===== src/gpp_pkg.sv =====
// Constants, types and register map of the GPIO port block
`default_nettype none
package gpp_pkg;
  localparam int NPIN = 26;
  localparam int FW = 4;
  localparam int FPR = 8;
  localparam logic [7:0] OFS_DATA = 8'h00;
  localparam logic [7:0] OFS_DIR = 8'h04;
  localparam logic [7:0] OFS_PE = 8'h08;
  localparam logic [7:0] OFS_DS = 8'h0c;
  localparam logic [7:0] OFS_IS = 8'h10;
  localparam logic [7:0] OFS_IBE = 8'h14;
  localparam logic [7:0] OFS_IEV = 8'h18;
  localparam logic [7:0] OFS_IE = 8'h1c;
  localparam logic [7:0] OFS_RIS = 8'h20;
  localparam logic [7:0] OFS_MIS = 8'h24;
  localparam logic [7:0] OFS_IC = 8'h28;
  localparam logic [7:0] OFS_FSA = 8'h2c;
  localparam logic [7:0] OFS_FSB = 8'h30;
  localparam logic [7:0] OFS_FSC = 8'h34;
  localparam logic [7:0] OFS_FSD = 8'h38;
  localparam logic [7:0] OFS_SET = 8'h3c;
  localparam logic [7:0] OFS_CLR = 8'h40;
  localparam logic [7:0] OFS_CAP = 8'h44;
  localparam logic [25:0] RST_ZERO = 26'h000_0000;
  localparam logic [25:0] RST_PE = 26'h3ff_ffff;
  localparam logic [31:0] RST_FSA = 32'h0000_0000;
  localparam logic [31:0] RST_FSB = 32'h0000_0110;
  localparam logic [31:0] RST_FSC = 32'h0000_0000;
  localparam logic [31:0] RST_FSD = 32'h0000_0000;
  localparam logic [31:0] RST_CAP = 32'h0000_0000;
  localparam int CAP_A_LSB = 0;
  localparam int CAP_B_LSB = 8;
  localparam int CAP_W = 5;
  typedef enum logic [2:0] {
    GPP_FN_GPIO = 3'h0,
    GPP_FN_SER1 = 3'h1,
    GPP_FN_SER0 = 3'h4,
    GPP_FN_SER2 = 3'h5
  } gpp_fn_t;
  typedef struct packed {
    logic [25:0] dout;
    logic [25:0] oe;
  } gpp_alt_t;
  typedef struct packed {
    logic [25:0] dout;
    logic [25:0] oe_n;
    logic [25:0] pull_en;
    logic [25:0] drive_hi;
  } gpp_pad_t;
endpackage
`default_nettype wire


===== src/gpp_port.sv =====
// GPIO port: APB registers, pad control, function select, pin event detection
`default_nettype none
module gpp_port (
  input wire logic clk_sys_in,
  input wire logic nrst_in,
  input wire logic psel_in,
  input wire logic penable_in,
  input wire logic pwrite_in,
  input wire logic [7:0] paddr_in,
  input wire logic [31:0] pwdata_in,
  output logic [31:0] prdata_out,
  output logic pready_out,
  output logic pslverr_out,
  input wire logic [25:0] pin_in,
  output var gpp_pkg::gpp_pad_t pad_out,
  input wire gpp_pkg::gpp_alt_t ser_zero_in,
  input wire gpp_pkg::gpp_alt_t ser_one_in,
  input wire gpp_pkg::gpp_alt_t ser_two_in,
  output logic [25:0] pin_sync_out,
  output logic [1:0] timer_capture_out
);
  logic [25:0] pin_m, pin_s, pin_q;
  logic [25:0] dout, dir, pe, ds, is_r, irq_both_edge_select, irq_polarity_select, ie, raw_irq_status, masked_irq_status;
  logic [2:0] fsel [26];
  logic [31:0] cap;
  logic [3:0][31:0] mrd;
  logic [25:0] drv_en, drv_val, rise, fall, edge_hit, lvl_hit, hit;
  logic [31:0] next_rd;
  logic setup, wr, mapped;
  logic [25:0] wd;
  logic [25:0] is_gpio;
  logic [4:0] cap_a_idx, cap_b_idx;
  logic cap_a_ok, cap_b_ok;

  assign setup = psel_in & ~penable_in;
  assign wr = psel_in & penable_in & pwrite_in;
  assign wd = pwdata_in[25:0];
  assign pready_out = 1'b1;
  assign pslverr_out = psel_in & penable_in & ~mapped;

  // First stage is read only by the second
  always_ff @(posedge clk_sys_in or negedge nrst_in) begin
    if (!nrst_in) begin
      pin_m <= gpp_pkg::RST_ZERO;
      pin_s <= gpp_pkg::RST_ZERO;
      pin_q <= gpp_pkg::RST_ZERO;
    end else begin
      pin_m <= pin_in;
      pin_s <= pin_m;
      pin_q <= pin_s;
    end
  end
  assign pin_sync_out = pin_s;

  always_ff @(posedge clk_sys_in or negedge nrst_in) begin
    if (!nrst_in) begin
      dout <= gpp_pkg::RST_ZERO;
    end else if (wr && paddr_in == gpp_pkg::OFS_DATA) begin
      dout <= wd;
    end else if (wr && paddr_in == gpp_pkg::OFS_SET) begin
      dout <= dout | wd;
    end else if (wr && paddr_in == gpp_pkg::OFS_CLR) begin
      dout <= dout & ~wd;
    end
  end

  always_ff @(posedge clk_sys_in or negedge nrst_in) begin
    if (!nrst_in) begin
      dir <= gpp_pkg::RST_ZERO;
      pe <= gpp_pkg::RST_PE;
      ds <= gpp_pkg::RST_ZERO;
    end else if (wr) begin
      if (paddr_in == gpp_pkg::OFS_DIR) begin
        dir <= wd;
      end
      if (paddr_in == gpp_pkg::OFS_PE) begin
        pe <= wd;
      end
      if (paddr_in == gpp_pkg::OFS_DS) begin
        ds <= wd;
      end
    end
  end

  always_ff @(posedge clk_sys_in or negedge nrst_in) begin
    if (!nrst_in) begin
      is_r <= gpp_pkg::RST_ZERO;
      irq_both_edge_select <= gpp_pkg::RST_ZERO;
      irq_polarity_select <= gpp_pkg::RST_ZERO;
      ie <= gpp_pkg::RST_ZERO;
    end else if (wr) begin
      if (paddr_in == gpp_pkg::OFS_IS) begin
        is_r <= wd;
      end
      if (paddr_in == gpp_pkg::OFS_IBE) begin
        irq_both_edge_select <= wd;
      end
      if (paddr_in == gpp_pkg::OFS_IEV) begin
        irq_polarity_select <= wd;
      end
      if (paddr_in == gpp_pkg::OFS_IE) begin
        ie <= wd;
      end
    end
  end

  always_ff @(posedge clk_sys_in or negedge nrst_in) begin
    if (!nrst_in) begin
      cap <= gpp_pkg::RST_CAP;
    end else if (wr && paddr_in == gpp_pkg::OFS_CAP) begin
      cap <= {19'h0_0000, pwdata_in[12:8], 3'h0, pwdata_in[4:0]};
    end
  end

  assign cap_a_idx = cap[gpp_pkg::CAP_A_LSB+:gpp_pkg::CAP_W];
  assign cap_b_idx = cap[gpp_pkg::CAP_B_LSB+:gpp_pkg::CAP_W];
  assign cap_a_ok = cap_a_idx < 5'(gpp_pkg::NPIN);
  assign cap_b_ok = cap_b_idx < 5'(gpp_pkg::NPIN);

  // Out-of-range capture selections give a steady low, never an unknown
  always_ff @(posedge clk_sys_in or negedge nrst_in) begin
    if (!nrst_in) begin
      timer_capture_out <= 2'h0;
    end else begin
      timer_capture_out[0] <= cap_a_ok ? pin_s[cap_a_idx] : 1'b0;
      timer_capture_out[1] <= cap_b_ok ? pin_s[cap_b_idx] : 1'b0;
    end
  end

  // Edge detection compares against the previous synchronised level
  assign rise = pin_s & ~pin_q;
  assign fall = ~pin_s & pin_q;
  assign edge_hit = (irq_both_edge_select & (rise | fall)) | (~irq_both_edge_select & ((irq_polarity_select & rise) | (~irq_polarity_select & fall)));
  assign lvl_hit = ~(irq_polarity_select ^ pin_s);
  assign hit = (is_r & lvl_hit) | (~is_r & edge_hit);

  // A new event in the clearing cycle keeps its bit set
  always_ff @(posedge clk_sys_in or negedge nrst_in) begin
    if (!nrst_in) begin
      raw_irq_status <= gpp_pkg::RST_ZERO;
    end else if (wr && paddr_in == gpp_pkg::OFS_IC) begin
      raw_irq_status <= (raw_irq_status & ~wd) | hit;
    end else begin
      raw_irq_status <= raw_irq_status | hit;
    end
  end
  assign masked_irq_status = ie & raw_irq_status;

  genvar gi;
  generate
    for (gi = 0; gi < gpp_pkg::NPIN; gi++) begin : g_pin
      localparam int RG = gi / gpp_pkg::FPR;
      localparam int LSB = (gi % gpp_pkg::FPR) * gpp_pkg::FW;
      localparam logic [7:0] OFS = gpp_pkg::OFS_FSA + 8'(RG * 4);
      localparam logic [31:0] RV = (RG == 0) ? gpp_pkg::RST_FSA :
                                   (RG == 1) ? gpp_pkg::RST_FSB :
                                   (RG == 2) ? gpp_pkg::RST_FSC : gpp_pkg::RST_FSD;
      always_ff @(posedge clk_sys_in or negedge nrst_in) begin
        if (!nrst_in) begin
          fsel[gi] <= RV[LSB+:3];
        end else if (wr && paddr_in == OFS) begin
          fsel[gi] <= pwdata_in[LSB+:3];
        end
      end
      // Reserved codes leave the pin undriven
      always_comb begin
        drv_en[gi] = 1'b0;
        drv_val[gi] = 1'b0;
        case (fsel[gi])
          gpp_pkg::GPP_FN_GPIO: begin
            drv_en[gi] = dir[gi];
            drv_val[gi] = dout[gi];
          end
          gpp_pkg::GPP_FN_SER1: begin
            drv_en[gi] = ser_one_in.oe[gi];
            drv_val[gi] = ser_one_in.dout[gi];
          end
          gpp_pkg::GPP_FN_SER0: begin
            drv_en[gi] = ser_zero_in.oe[gi];
            drv_val[gi] = ser_zero_in.dout[gi];
          end
          gpp_pkg::GPP_FN_SER2: begin
            drv_en[gi] = ser_two_in.oe[gi];
            drv_val[gi] = ser_two_in.dout[gi];
          end
          default: begin
            drv_en[gi] = 1'b0;
          end
        endcase
      end
    end
  endgenerate

  always_comb begin
    mrd = '0;
    is_gpio = '0;
    for (int i = 0; i < gpp_pkg::NPIN; i++) begin
      is_gpio[i] = (fsel[i] == gpp_pkg::GPP_FN_GPIO);
      mrd[i/gpp_pkg::FPR][(i%gpp_pkg::FPR)*gpp_pkg::FW+:3] = fsel[i];
    end
  end

  // Pad controls are registered so the pins never see decode glitches
  always_ff @(posedge clk_sys_in or negedge nrst_in) begin
    if (!nrst_in) begin
      pad_out.dout <= gpp_pkg::RST_ZERO;
      pad_out.oe_n <= ~gpp_pkg::RST_ZERO;
      pad_out.pull_en <= gpp_pkg::RST_PE;
      pad_out.drive_hi <= gpp_pkg::RST_ZERO;
    end else begin
      pad_out.dout <= drv_val;
      pad_out.oe_n <= ~drv_en;
      pad_out.pull_en <= pe;
      pad_out.drive_hi <= ds;
    end
  end

  always_comb begin
    next_rd = 32'h0000_0000;
    mapped = 1'b1;
    case (paddr_in)
      gpp_pkg::OFS_DATA: next_rd[25:0] = pin_s;
      gpp_pkg::OFS_DIR: next_rd[25:0] = dir;
      gpp_pkg::OFS_PE: next_rd[25:0] = pe;
      gpp_pkg::OFS_DS: next_rd[25:0] = ds;
      gpp_pkg::OFS_IS: next_rd[25:0] = is_r;
      gpp_pkg::OFS_IBE: next_rd[25:0] = irq_both_edge_select;
      gpp_pkg::OFS_IEV: next_rd[25:0] = irq_polarity_select;
      gpp_pkg::OFS_IE: next_rd[25:0] = ie;
      gpp_pkg::OFS_RIS: next_rd[25:0] = raw_irq_status;
      gpp_pkg::OFS_MIS: next_rd[25:0] = masked_irq_status;
      gpp_pkg::OFS_FSA: next_rd = mrd[0];
      gpp_pkg::OFS_FSB: next_rd = mrd[1];
      gpp_pkg::OFS_FSC: next_rd = mrd[2];
      gpp_pkg::OFS_FSD: next_rd = mrd[3];
      gpp_pkg::OFS_CAP: next_rd = cap;
      gpp_pkg::OFS_IC, gpp_pkg::OFS_SET, gpp_pkg::OFS_CLR: next_rd = 32'h0000_0000;
      default: mapped = 1'b0;
    endcase
  end

  // Read data is captured in the setup cycle and held through access
  always_ff @(posedge clk_sys_in or negedge nrst_in) begin
    if (!nrst_in) begin
      prdata_out <= 32'h0000_0000;
    end else if (setup && !pwrite_in) begin
      prdata_out <= next_rd;
    end
  end
endmodule
`default_nettype wire


===== config.mk =====
export PLATFORM = sky130hd
export DESIGN_NAME = gpp_port
export DESIGN_NICKNAME = d
export VERILOG_FILES = /design/src/gpp_pkg.sv /design/src/gpp_port.sv
export SDC_FILE = /design/constraint.sdc
export NUM_CORES = 1
export LEC_CHECK = 0
export ABC_CLOCK_PERIOD_IN_PS = 2200
export BUFFER_PORTS_ARGS = -buffer_cell sky130_fd_sc_hd__buf_4
export CAP_MARGIN = 0
export CORE_ASPECT_RATIO = 0.6
export CORE_MARGIN = 2
export CORE_UTILIZATION = 45
export CTS_BUF_LIST = sky130_fd_sc_hd__clkbuf_2 sky130_fd_sc_hd__clkbuf_4 sky130_fd_sc_hd__clkbuf_8
export DETAILED_ROUTE_END_ITERATION = 6
export PLACE_DENSITY = 0.66
export SLEW_MARGIN = 25
export SYNTH_ARGS = -nofsm -noshare
export SYNTH_HDL_FRONTEND = slang
export SYNTH_SLANG_ARGS = --single-unit

===== constraint.sdc =====
create_clock -name clk_sys_in -period 2.2 [get_ports clk_sys_in]
set_input_delay 0 -clock clk_sys_in [delete_from_list [all_inputs] [get_ports clk_sys_in]]
set_output_delay 0 -clock clk_sys_in [all_outputs]
set_load 0.1 [all_outputs]

==> results of run 1 <==
==> cell usage after synthesis, types with 6 or more instances <==
cell type | number | area share (%)
a311oi_1 | 13 | 0.46
mux4_2 | 67 | 6.1
inv_1 | 56 | 0.85
dfstp_2 | 80 | 8.5
nand2b_1 | 26 | 0.66
nor2b_1 | 59 | 1.5
a2111oi_0 | 9 | 0.32
buf_2 | 43 | 0.87
a211oi_1 | 69 | 2.1
and3_1 | 10 | 0.25
a21oi_1 | 16 | 0.32
o21ai_0 | 60 | 1.2
clkbuf_1 | 62 | 0.94
a21o_1 | 6 | 0.18
nand3_1 | 18 | 0.37
a22o_1 | 38 | 1.3
a221o_1 | 26 | 1.1
nor2_1 | 50 | 0.76
mux2_2 | 293 | 13
mux2i_1 | 34 | 1.4
nor3_1 | 8 | 0.16
a221oi_1 | 7 | 0.25
a2bb2oi_1 | 6 | 0.21
a222oi_1 | 6 | 0.24
nand2_1 | 93 | 1.4
o22ai_1 | 19 | 0.48
dfrtp_1 | 456 | 46
a22oi_1 | 56 | 1.7
xnor2_1 | 26 | 0.92
buf_1 | 9 | 0.14
a32oi_1 | 7 | 0.25
ha_1 | 52 | 2.6
==> kinds of logic after synthesis <==
kind of cell / Yosys count
simple gates: 299
xor+xnor: 26
mux: 399
other cells: 2
fa+ha+maj: 52
buf+inv: 175
compound gates: 367
flops: 536
==> cell type report <==
type	instances	area (sq um)
Tap cell	714	893
Inverter	57	214
Fill cell	4233	21100
Sequential cell	536	13500
Timing Repair Buffer	721	6150
Multi-Input combinational cell	1146	10500
Clock buffer	138	1700
Clock inverter	15	97.6
==> worst max path at each step <==
stage,startpoint,to,slack (ns),cells after the start
floorplan,pin_sync_out[16],raw_irq_status[16],0.1,6
global placement,paddr_in[2],fsel[1],0.07,7
detailed placement,paddr_in[1],fsel[0],0.09,6
CTS,paddr_in[2],register,0.01,9
global route,paddr_in[2],pslverr_out,0.04,9
finish,paddr_in[1],pslverr_out,0.02,8
==> per-layer routing <==
metal	share of wire, %	up-vias	global-route usage, %	wire length (microns)
li1	-	8318	-	-
met1	43	10400	47.4	40500
met2	44	1206	49.7	41400
met3	10	192	7.85	9430
met4	3.2	2	11.5	3030
met5	0.014	-	0	13
==> per-stage QoR <==
stage	std cells	utilization, %	cell area [sq um]	power, mW
2_1_floorplan	1857	-	24700	11.6
3_3_place_gp	2976	54.0	29300	12.8
3_5_place_dp	2976	54.0	29300	12.8
4_1_cts	3325	61.0	33000	22.1
5_1_grt	3327	61.0	33100	22.7
6_report	3327	61.0	33100	22.0
==> repair_timing <==
| action | CTS | global route |
|---|---|---|
| hold buffers | 196 | 0 |
| gates resized for setup | 0 | 8 |
| endpoints found under the hold margin | 917 | 0 |
| endpoints found under the setup margin | 0 | 30 |
| buffers inserted | 0 | 2 |
==> where the power goes <==
part,internal [mW],switching (mW),total (mW)
Sequential,10.1,0.240,10.3
Combinational,1.02,1.60,2.62
Clock,4.90,4.10,9.00
Total,16.0,5.95,22.0
==> state kept, by name, summed over array words and instances, names as in the netlist, named ones only <==
register              flops
fsel                     78
ie                       26
dir                      26
pin_q                    26
pad_out                 104
ds                       26
pe                       26
pin_m                    26
irq_polarity_select      26
pin_sync_out             26
irq_both_edge_select     26
timer_capture_out         2
cap                      10
prdata_out               30
is_r                     26
raw_irq_status           26
==> worst register-to-register path: stages, from the launching register on <==
cell           delay (ns)
dfrtp_1              0.53
mux4_2               0.58
dlygate4sd3_1        0.61
nor2b_1              0.16
==> results by group, run 1 <==
Synthesis
  • Synthesis Warnings: 0
  • Mux cell area share after synthesis: 21.1%
  • Avg Cell Area, Syn: 13.3 sq um
  • Top_reg_cell synth: dfrtp_1
  • Largest family of logic cells by synthesized area: multiplexers
  • Share of flip-flops with an asynchronous set or reset: between 90% and 100%
  • Post-synthesis register bit count: 536
  • Synth Area in XOR/XNOR: 0.924%
  • Mapped Cells: 1856
  • Synthesized cell area: 0.0247 sq mm
  • Seq/Total Area, Yosys: 54.8%
  • EDFF count, synth: 0
  • Compound-Gate Fraction of Synth Area: 11.1%
  • Synth cell types: 70
  • Synth Area in Simple Gates: 6.38%
  • Adder-cell area share of the yosys netlist: 2.64%

Die
  • # IOs: 393
  • Die ar.: approximately 0.057 sq mm
  • Die X: 306 microns
  • FP Rows: 66
  • Die outline height: about 190 microns
  • Core ar.: 0.0542 sq mm
  • Initial Utilization: 45.5%

Layout
  • Most common cell after layout, fill and taps aside: buf_4
  • Most frequent cells in the layout: buf_4 (503), dfrtp_1 (456), mux2_2 (293), dlygate4sd3_1 (195), clkbuf_8 (106)
  • Layout cells sized above 1: 43.7%
  • Final Net Count: 2823
  • Antenna diode count: 0
  • Area delta synth->final: 34.1%

Placed design
  • Dpl ws: 0.0859 ns
  • Hpwl dp: 67.2 mm
  • Port bufs: slightly below 400
  • Final GP Congestion: 0.970

Worst setup path
  • Buf/Inv on CP: 4
  • CP arrival: 2.18 ns
  • Worst setup SP type: input pin
  • WP data required: ~2.2 ns
  • Worst reg2reg endpoint: pad_out[83]
  • R2r startpoint: fsel[60]
  • Top Family by Delay on Critical Path: buffers and inverters
  • Reg2reg path depth: 3
  • Crit. End Element: primary output
  • Worst-path fanout max: 10
  • Critical path class: input pin to primary output
  • Crit-path cells: buf_4, dlygate4sd3_1, nor4b_2, buf_12, nand2_1, o2111ai_1, nor2_2, buf_8
  • Worst R2R Setup Slack: 0.18 ns
  • Largest stage delay, worst path: 0.66 ns
  • Crit-path slowest cell: dlygate4sd3_1

Hold path
  • Hold Path Depth: 2
  • Hold EP: pin_m[18]
  • Hold crit path type: input pin to register
  • Hold path startpoint: pin_in[18]

CTS
  • Max clock buf depth: 3
  • TritonCTS Buffers: between 80 and 90
  • CTS tree: yes
  • Clock sink total: around 540
  • Worst-path clk slew: around 0.070 ns
  • H-tree depth: 3
  • Worst-skew pair later-pin latency: 0.67 ns
  • Clk Tree Root Cell: clkbuf_8

Power
  • LEAKAGE: 15.6 nW
  • Peak supply drop: 0.571 mV
  • PwrDens: 664 mW/mm^2

STA
  • Max Freq: 0.460 GHz
  • Final period utilization: 98.9%
  • Setup total negative slack: 0 ns
  • Least-Margin Pin Slew: 0.902 ns
  • Final Skew: 0.0363 ns
  • Setup ws final: 0.0237 ns
  • Final setup fails: 0
  • Hold Worst Slack: 0.0288 ns
  • Final hold violation count: 0
  • RSZ-0062 raised after global routing: no
  • Max_slew headroom: 39.7%
  • Max-slew violations: 0
  • Minimum clock period: 2.18 ns

Global route
  • GR Overflow Total: 0
  • Largest net degree at the start of global routing: 130
  • Vias in the first global route: 20200
  • Initial antenna violation count: 3
  • First-pass GRT wire length: 137 mm
  • GRT Total Usage: 33.2%

Routing
  • DRT Wirelength: ~94 mm
  • Vias: 20100
  • DR pass1 iterations: 6
  • DRC: 0
  • Final antenna-violating net count: 0
  • Vias/cell: between 6 and 7
  • Initial DRC Count: ~2000
  • Drt wl/cell: 28.4 microns

Status
  • Status: finished, final reports clean

Run
  • Max_cap viols: 0
Power figures use the tool's default switching activity.
==> run 2: changes to the inputs <==
- ABC_AREA: default -> 1
==> run 2 against run 1 <==
Effect of this change:
- first-iteration DRC count rose by 23%
- synthesized area increased by 1.5%
- wire length is 1.3% higher
- via count is 20% higher
- clock skew fell by 0.0019 ns
- global-route usage down 0.10 points
- fmax up 1.3%
- sequential share of layout area is 0.32 points higher
- count of clock-buffer cells in the layout shrank 1
- design area down 0.77%
- combinational power is 9.9% lower
- critical path type unchanged
- largest power group unchanged
==> results by group, run 2 <==
Status
  • Status: finished, final reports clean

Die
  • Initial Utilization: 45.9%
  • Die outline height: 187 microns
  • # IOs: 393
  • Die X: about 310 microns
  • Core ar.: 0.0546 sq mm
  • Die ar.: ~0.058 sq mm
  • FP Rows: between 60 and 70

Layout
  • Most frequent cells in the layout: nand2_1 (787), dfrtp_1 (456), buf_4 (437), nand3_1 (293), inv_1 (286)
  • Final instance area: 0.0328 sq mm
  • Top flop regs: pad_out (104), fsel (78), prdata_out (30)
  • Layout cells sized above 1: 20.8%
  • Final Net Count: 3826
  • Most common cell after layout, fill and taps aside: nand2_1
  • Max FFs per register: 104
  • Area delta synth->final: 31.1%
  • Reg with most FFs: pad_out

Global route
  • GRT Total Usage: 33.1%
  • Initial antenna violation count: 1
  • Largest net degree at the start of global routing: 84
  • Vias in the first global route: 23900
  • GR Overflow Total: 0
  • First-pass GRT wire length: between 100 and 150 mm

Placed design
  • Hpwl dp: 66.4 mm
  • Dpl ws: 0.308 ns
  • Port bufs: 387
  • Final GP Congestion: 0.954
  • Post-DP Area: between 0.02 and 0.03 sq mm

Routing
  • Initial DRC Count: 2483
  • DRT Wirelength: between 90 and 100 mm
  • DR pass1 iterations: 7
  • Vias: 24200
  • Final antenna-violating net count: 0
  • Drt wl/cell: 21.9 microns
  • DRC: 0
  • Vias/cell: 5.55

Worst setup path
  • Critical path class: input pin to primary output
  • Worst-path fanout max: 13
  • CP arrival: 2.15 ns
  • WP data required: ~2.2 ns
  • Crit. End Element: primary output
  • Worst setup SP type: input pin
  • Worst R2R Setup Slack: 0.27 ns

STA
  • Max_slew headroom: 42.5%
  • Setup total negative slack: 0 ns
  • Final period utilization: 97.6%
  • Max-slew violations: 0
  • Final setup fails: 0
  • Final hold violation count: 0
  • Least-Margin Pin Slew: 0.862 ns
  • RSZ-0062 raised after global routing: no
  • Max Freq: roughly 0.47 GHz
  • Minimum clock period: 2.15 ns
  • Final Skew: about 0.034 ns
  • Setup ws final: 0.0521 ns

CTS
  • Clock sink total: ~540
  • Max clock buf depth: 3
  • Worst-path clk slew: 0.06 ns
  • CTS tree: yes
  • H-tree depth: 3
  • Worst-skew pair later-pin latency: 0.68 ns
  • TritonCTS Buffers: 83
  • Clk Tree Root Cell: clkbuf_8

Synthesis
  • Synth top area share: 45.6%
  • Avg Cell Area, Syn: roughly 8.5 sq um
  • Synthesized cell area: 0.0250 sq mm
  • Seq/Total Area, Yosys: 54.0%
  • Mapped Cells: approximately 3000
  • Ranking of synthesized cells by area: dfrtp_1 (46%), nand2_1 (12%), dfstp_2 (8.4%), nand3_1 (5.9%), o21ai_0 (5.1%)
  • Post-synthesis register bit count: 536
  • Share of flip-flops with an asynchronous set or reset: 100%
  • Synthesis Warnings: 0
  • Synth area leader: dfrtp_1
  • Commonest cells in the netlist: nand2_1 (787), dfrtp_1 (456), nand3_1 (293)
  • Most common cell in the netlist: nand2_1
  • Synth cell types: 34
  • EDFF count, synth: 0
  • Top_reg_cell synth: dfrtp_1

Power
  • LEAKAGE: 16.1 nW
  • PwrDens: 673 mW/mm^2
  • Tot Pwr: 22.1 mW
  • Peak supply drop: roughly 0.47 mV

Run
  • Max_cap viols: 0

Hold path
  • Hold crit path type: input pin to register
## run 2: cell count changes after synthesis, moves of 59 or more
cell      before  now
nor2b_1       59    0
o21ai_0       60  253
mux2_2       293   26
nand3_1       18  293
mux4_2        67    0
a211oi_1      69    0
o21ai_1        0  138
inv_1         56  286
nor2_1        50  146
nand2_1       93  787
## run 2: metal layers
layer,vias to the layer above,share of wire (%),GRT usage [%]
met5,-,0,0
met2,1328,45,50.9
met3,234,10,7.14
met4,0,3.7,12.1
li1,10900,-,-
met1,11800,41,46.0
## run 2: cell type report
class	count	area, sq um
fill	4719	21800
sequential	536	13500
multi-input combinational	1974	9780
timing repair buffer	651	5600
clock buffer	137	1650
inverter	301	1130
tap	748	936
clock inverter	17	188
antenna	2	5.00
## run 2: cell families (layout without fill, tap and decap cells)
group	Yosys count	count (layout)	synth area share [%]
simple gates	1315	1315	21.9
xor+xnor	24	24	0.840
fa+ha+maj	52	52	2.60
buf+inv	448	1106	7.10
compound gates	554	554	12.3
other cells	2	5	0.0300
flops	536	536	54.0
mux	26	26	1.17
## run 2: through the flow
step | std cells | hold WS [ns] | utilization (%)
after global routing | 4365 | 0.0556 | 60.1
after CTS | 4364 | 0.0150 | 60.1
final | 4366 | 0.0351 | 60.1
after floorplan | 2958 | -0.296 | -
after detailed placement | 4014 | -0.00832 | 53.1
after global placement | 4014 | -0.0178 | 53.1
## run 2: path summary, 6_finish.rpt
path	start	to	cells past startpoint
worst max-delay path	paddr_in[2]	pslverr_out	10
worst min-delay path	paddr_in[7]	ds[13]	6
worst max register to register	fsel[18]	pad_out[97]	5
worst min register to register	pin_m[8]	pin_sync_out[8]	0
max in group asynchronous	nrst_in	pad_out[74]	3
min in group asynchronous	nrst_in	pe[11]	2
## run 2: power breakdown
part	switching, mW	internal (mW)
registers	0.245	10.1
logic	1.52	0.838
clock network	4.17	5.22
total	5.93	16.2
## run 2: what timing repair did
action	4_1_cts	5_1_grt
setup buffers	0	0
setup endpoints to repair	0	1
hold buffers	196	0
resized for setup	0	1
hold endpoints to repair	901	0
## run 2: critical path, cell delays in order
cell,delay (ns)
dlygate4sd3_1,0.56
buf_4,0.15
nor2_1,0.04
nand2_1,0.27
nor2_1,0.09
buf_4,0.25
nor3_1,0.21
nand3_1,0.12
nor2_1,0.17
buf_6,0.25
==> run 3: changes to the inputs <==
--- a/config.mk
+++ b/config.mk
@@ -16,4 +16,5 @@
 export DETAILED_ROUTE_END_ITERATION = 6
 export PLACE_DENSITY = 0.66
+export SETUP_SLACK_MARGIN = 0.1
 export SLEW_MARGIN = 25
 export SYNTH_ARGS = -nofsm -noshare
==> constraint.sdc (replaced) <==
create_clock -name clk_sys_in -period 2.2 [get_ports clk_sys_in]
set_input_delay 0 -clock clk_sys_in [delete_from_list [all_inputs] [get_ports clk_sys_in]]
set_output_delay 0 -clock clk_sys_in [all_outputs]
set_load 0.02 [all_outputs]
==> run 3 against run 2 <==
Effect of this change:
- clock power about the same
- sequential share of layout area is essentially flat
- worst hold slack better by 0.022 ns
- clock skew is 0.0068 ns higher
- largest cell class unchanged
- wire length fell by 1.4%
- combinational power shrank 23%
==> results by group, run 3 (same netlist as run 2, synthesis figures left out) <==
Layout
  • Most frequent cells in the layout: nand2_1 (787), dfrtp_1 (456), buf_4 (456), nand3_1 (293), inv_1 (286)
  • Reg with most FFs: pad_out
  • Final Net Count: 3836
  • Most common cell after layout, fill and taps aside: nand2_1
  • Footprint of the multi-input gates: 0.00978 sq mm
  • Layout cells sized above 1: 21.0%
  • Seq. cell area: 0.0135 sq mm
  • Fillers: about 4800
  • Area delta synth->final: 31.0%
  • Max FFs per register: 104
  • Top flop regs: pad_out (104), fsel (78), prdata_out (30)
  • Final instance area: about 0.033 sq mm

Worst setup path
  • R2r startpoint: fsel[57]
  • Reg2reg path depth: 4
  • Crit. End Element: primary output
  • CP arrival: 2.03 ns
  • Worst reg2reg endpoint: pad_out[84]
  • Worst R2R Setup Slack: 0.21 ns
  • Critical path class: input pin to primary output
  • Worst setup SP type: input pin
  • WP data required: 2.20 ns
  • Worst-path fanout max: 5

STA
  • Final period utilization: between 90 and 100%
  • Least-Margin Pin Slew: 0.948 ns
  • Max_slew headroom: 36.8%
  • Minimum clock period: 2.03 ns
  • Max-slew violations: 0
  • Max Freq: 0.491 GHz
  • Final Skew: slightly above 0.04 ns
  • Setup total negative slack: 0 ns
  • RSZ-0062 raised after global routing: no
  • Final setup fails: 0
  • Final hold violation count: 0

Routing
  • DR pass1 iterations: 6
  • Drt wl/cell: 21.6 microns
  • DRT Wirelength: 94.3 mm
  • Vias: around 24000
  • DRC: 0
  • Final antenna-violating net count: 0
  • Initial DRC Count: ~2500
  • Vias/cell: between 5 and 6

Die
  • FP Rows: 66
  • Die outline height: 187 microns
  • Die ar.: approximately 0.058 sq mm
  • Die X: slightly above 300 microns
  • # IOs: ~400
  • Initial Utilization: approximately 46%
  • Core ar.: 0.0546 sq mm

CTS
  • Worst-skew pair later-pin latency: 0.67 ns
  • Postcts setup bufs: 0
  • H-tree depth: 3
  • Clk Tree Root Cell: clkbuf_8
  • TritonCTS Buffers: 83
  • Cts repair resizes: 0
  • CTS tree: yes
  • Max clock buf depth: 3
  • Worst-path clk slew: 0.06 ns
  • Clock sink total: 536

Global route
  • Initial antenna violation count: 1
  • Largest net degree at the start of global routing: 73
  • Vias in the first global route: 23800
  • GRT Total Usage: 32.8%
  • GR Overflow Total: 0
  • First-pass GRT wire length: 143 mm

Placed design
  • Port bufs: 387
  • Hpwl dp: 66.4 mm
  • Post-DP Area: 0.0289 sq mm
  • Final GP Congestion: 0.967

Hold path
  • Hold EP: prdata_out[28]
  • Hold Path Depth: 6
  • Hold crit path type: input pin to register
  • Hold path startpoint: psel_in

Power
  • PwrDens: 657 mW/mm^2
  • Peak supply drop: between 0.4 and 0.5 mV
  • LEAKAGE: 16.1 nW

Run
  • Max_cap viols: 0

Status
  • Status: finished, final reports clean
==> run 3: cell types whose count changed in the layout (fill, tap and decap cells not counted) <==
cell / change
buf_6: -1
diode_2: -1
buf_12: -10
buf_4: +19
clkbuf_4: -7
clkinv_2: +2
buf_16: +1
dlygate4sd3_1: +1
clkbuf_8: +5
==> run 3: metal layers <==
metal	part of all wire [%]	vias up	routed length [microns]	global-route usage, %
met4	3.6	0	3400	12.0
met1	42	11800	39800	46.4
met5	0	-	0	0
met2	44	1273	42000	50.0
li1	-	10900	-	-
met3	9.7	212	9140	6.83
==> run 3: what timing repair did <==
item                                   CTS  global route
endpoints found under the hold margin  877             0
hold buffers                           197             0
setup endpoints to repair                0             0
==> run 3: per-stage QoR <==
step                power, mW  instances  worst slack, ns  utilization, %  hold slack (ns)
finish                   21.5       4375            0.165            60.1           0.0573
global route             22.3       4375            0.126            60.1           0.0485
CTS                      21.6       4374            0.218            60.1         0.000587
detailed placement       12.1       4023            0.322            53.0          0.00584
global placement         12.0       4023            0.355            53.0          0.00434
floorplan                11.0       2958            0.785               -           -0.296
==> run 3: worst max-delay path, stage by stage <==
cell and delay [ns]:
buf_4 0.11, nor2_2 0.21, dlygate4sd3_1 0.63, nand3_1 0.25
nor2_4 0.21, buf_4 0.22, nor3_1 0.07, nand3_1 0.09
nor2_1 0.06, buf_4 0.17
==> run 3: cell type report <==
class	instances	area share, %
inverters	301	3.45
diodes	1	0.00763
well taps	748	2.85
repair buffers	661	17.0
multi-input cells	1974	29.8
flip-flops and latches	536	41.2
clock buffers	135	5.09
clock inverters	19	0.603
==> run 3: worst max-delay path by stage <==
| stage | startpoint | to | slack, ns | cells past startpoint |
|---|---|---|---|---|
| finish | paddr_in[1] | pslverr_out | 0.17 | 10 |
| global route | penable_in | ds[13] | 0.13 | 9 |
| CTS | paddr_in[1] | pslverr_out | 0.22 | 10 |
| detailed placement | paddr_in[0] | fsel[14] | 0.32 | 10 |
| global placement | paddr_in[1] | prdata_out[8] | 0.36 | 11 |
| floorplan | pin_sync_out[19] | raw_irq_status[19] | 0.78 | 5 |
==> run 3: power by group <==
part / internal [mW] / leakage, nW / total, mW / switching [mW]
Clock: 5.28 / 1.00 / 9.37 / 4.08
Combinational: 0.831 / 8.26 / 1.82 / 0.992
Sequential: 10.1 / 6.86 / 10.3 / 0.245
Total: 16.2 / 16.1 / 21.5 / 5.32
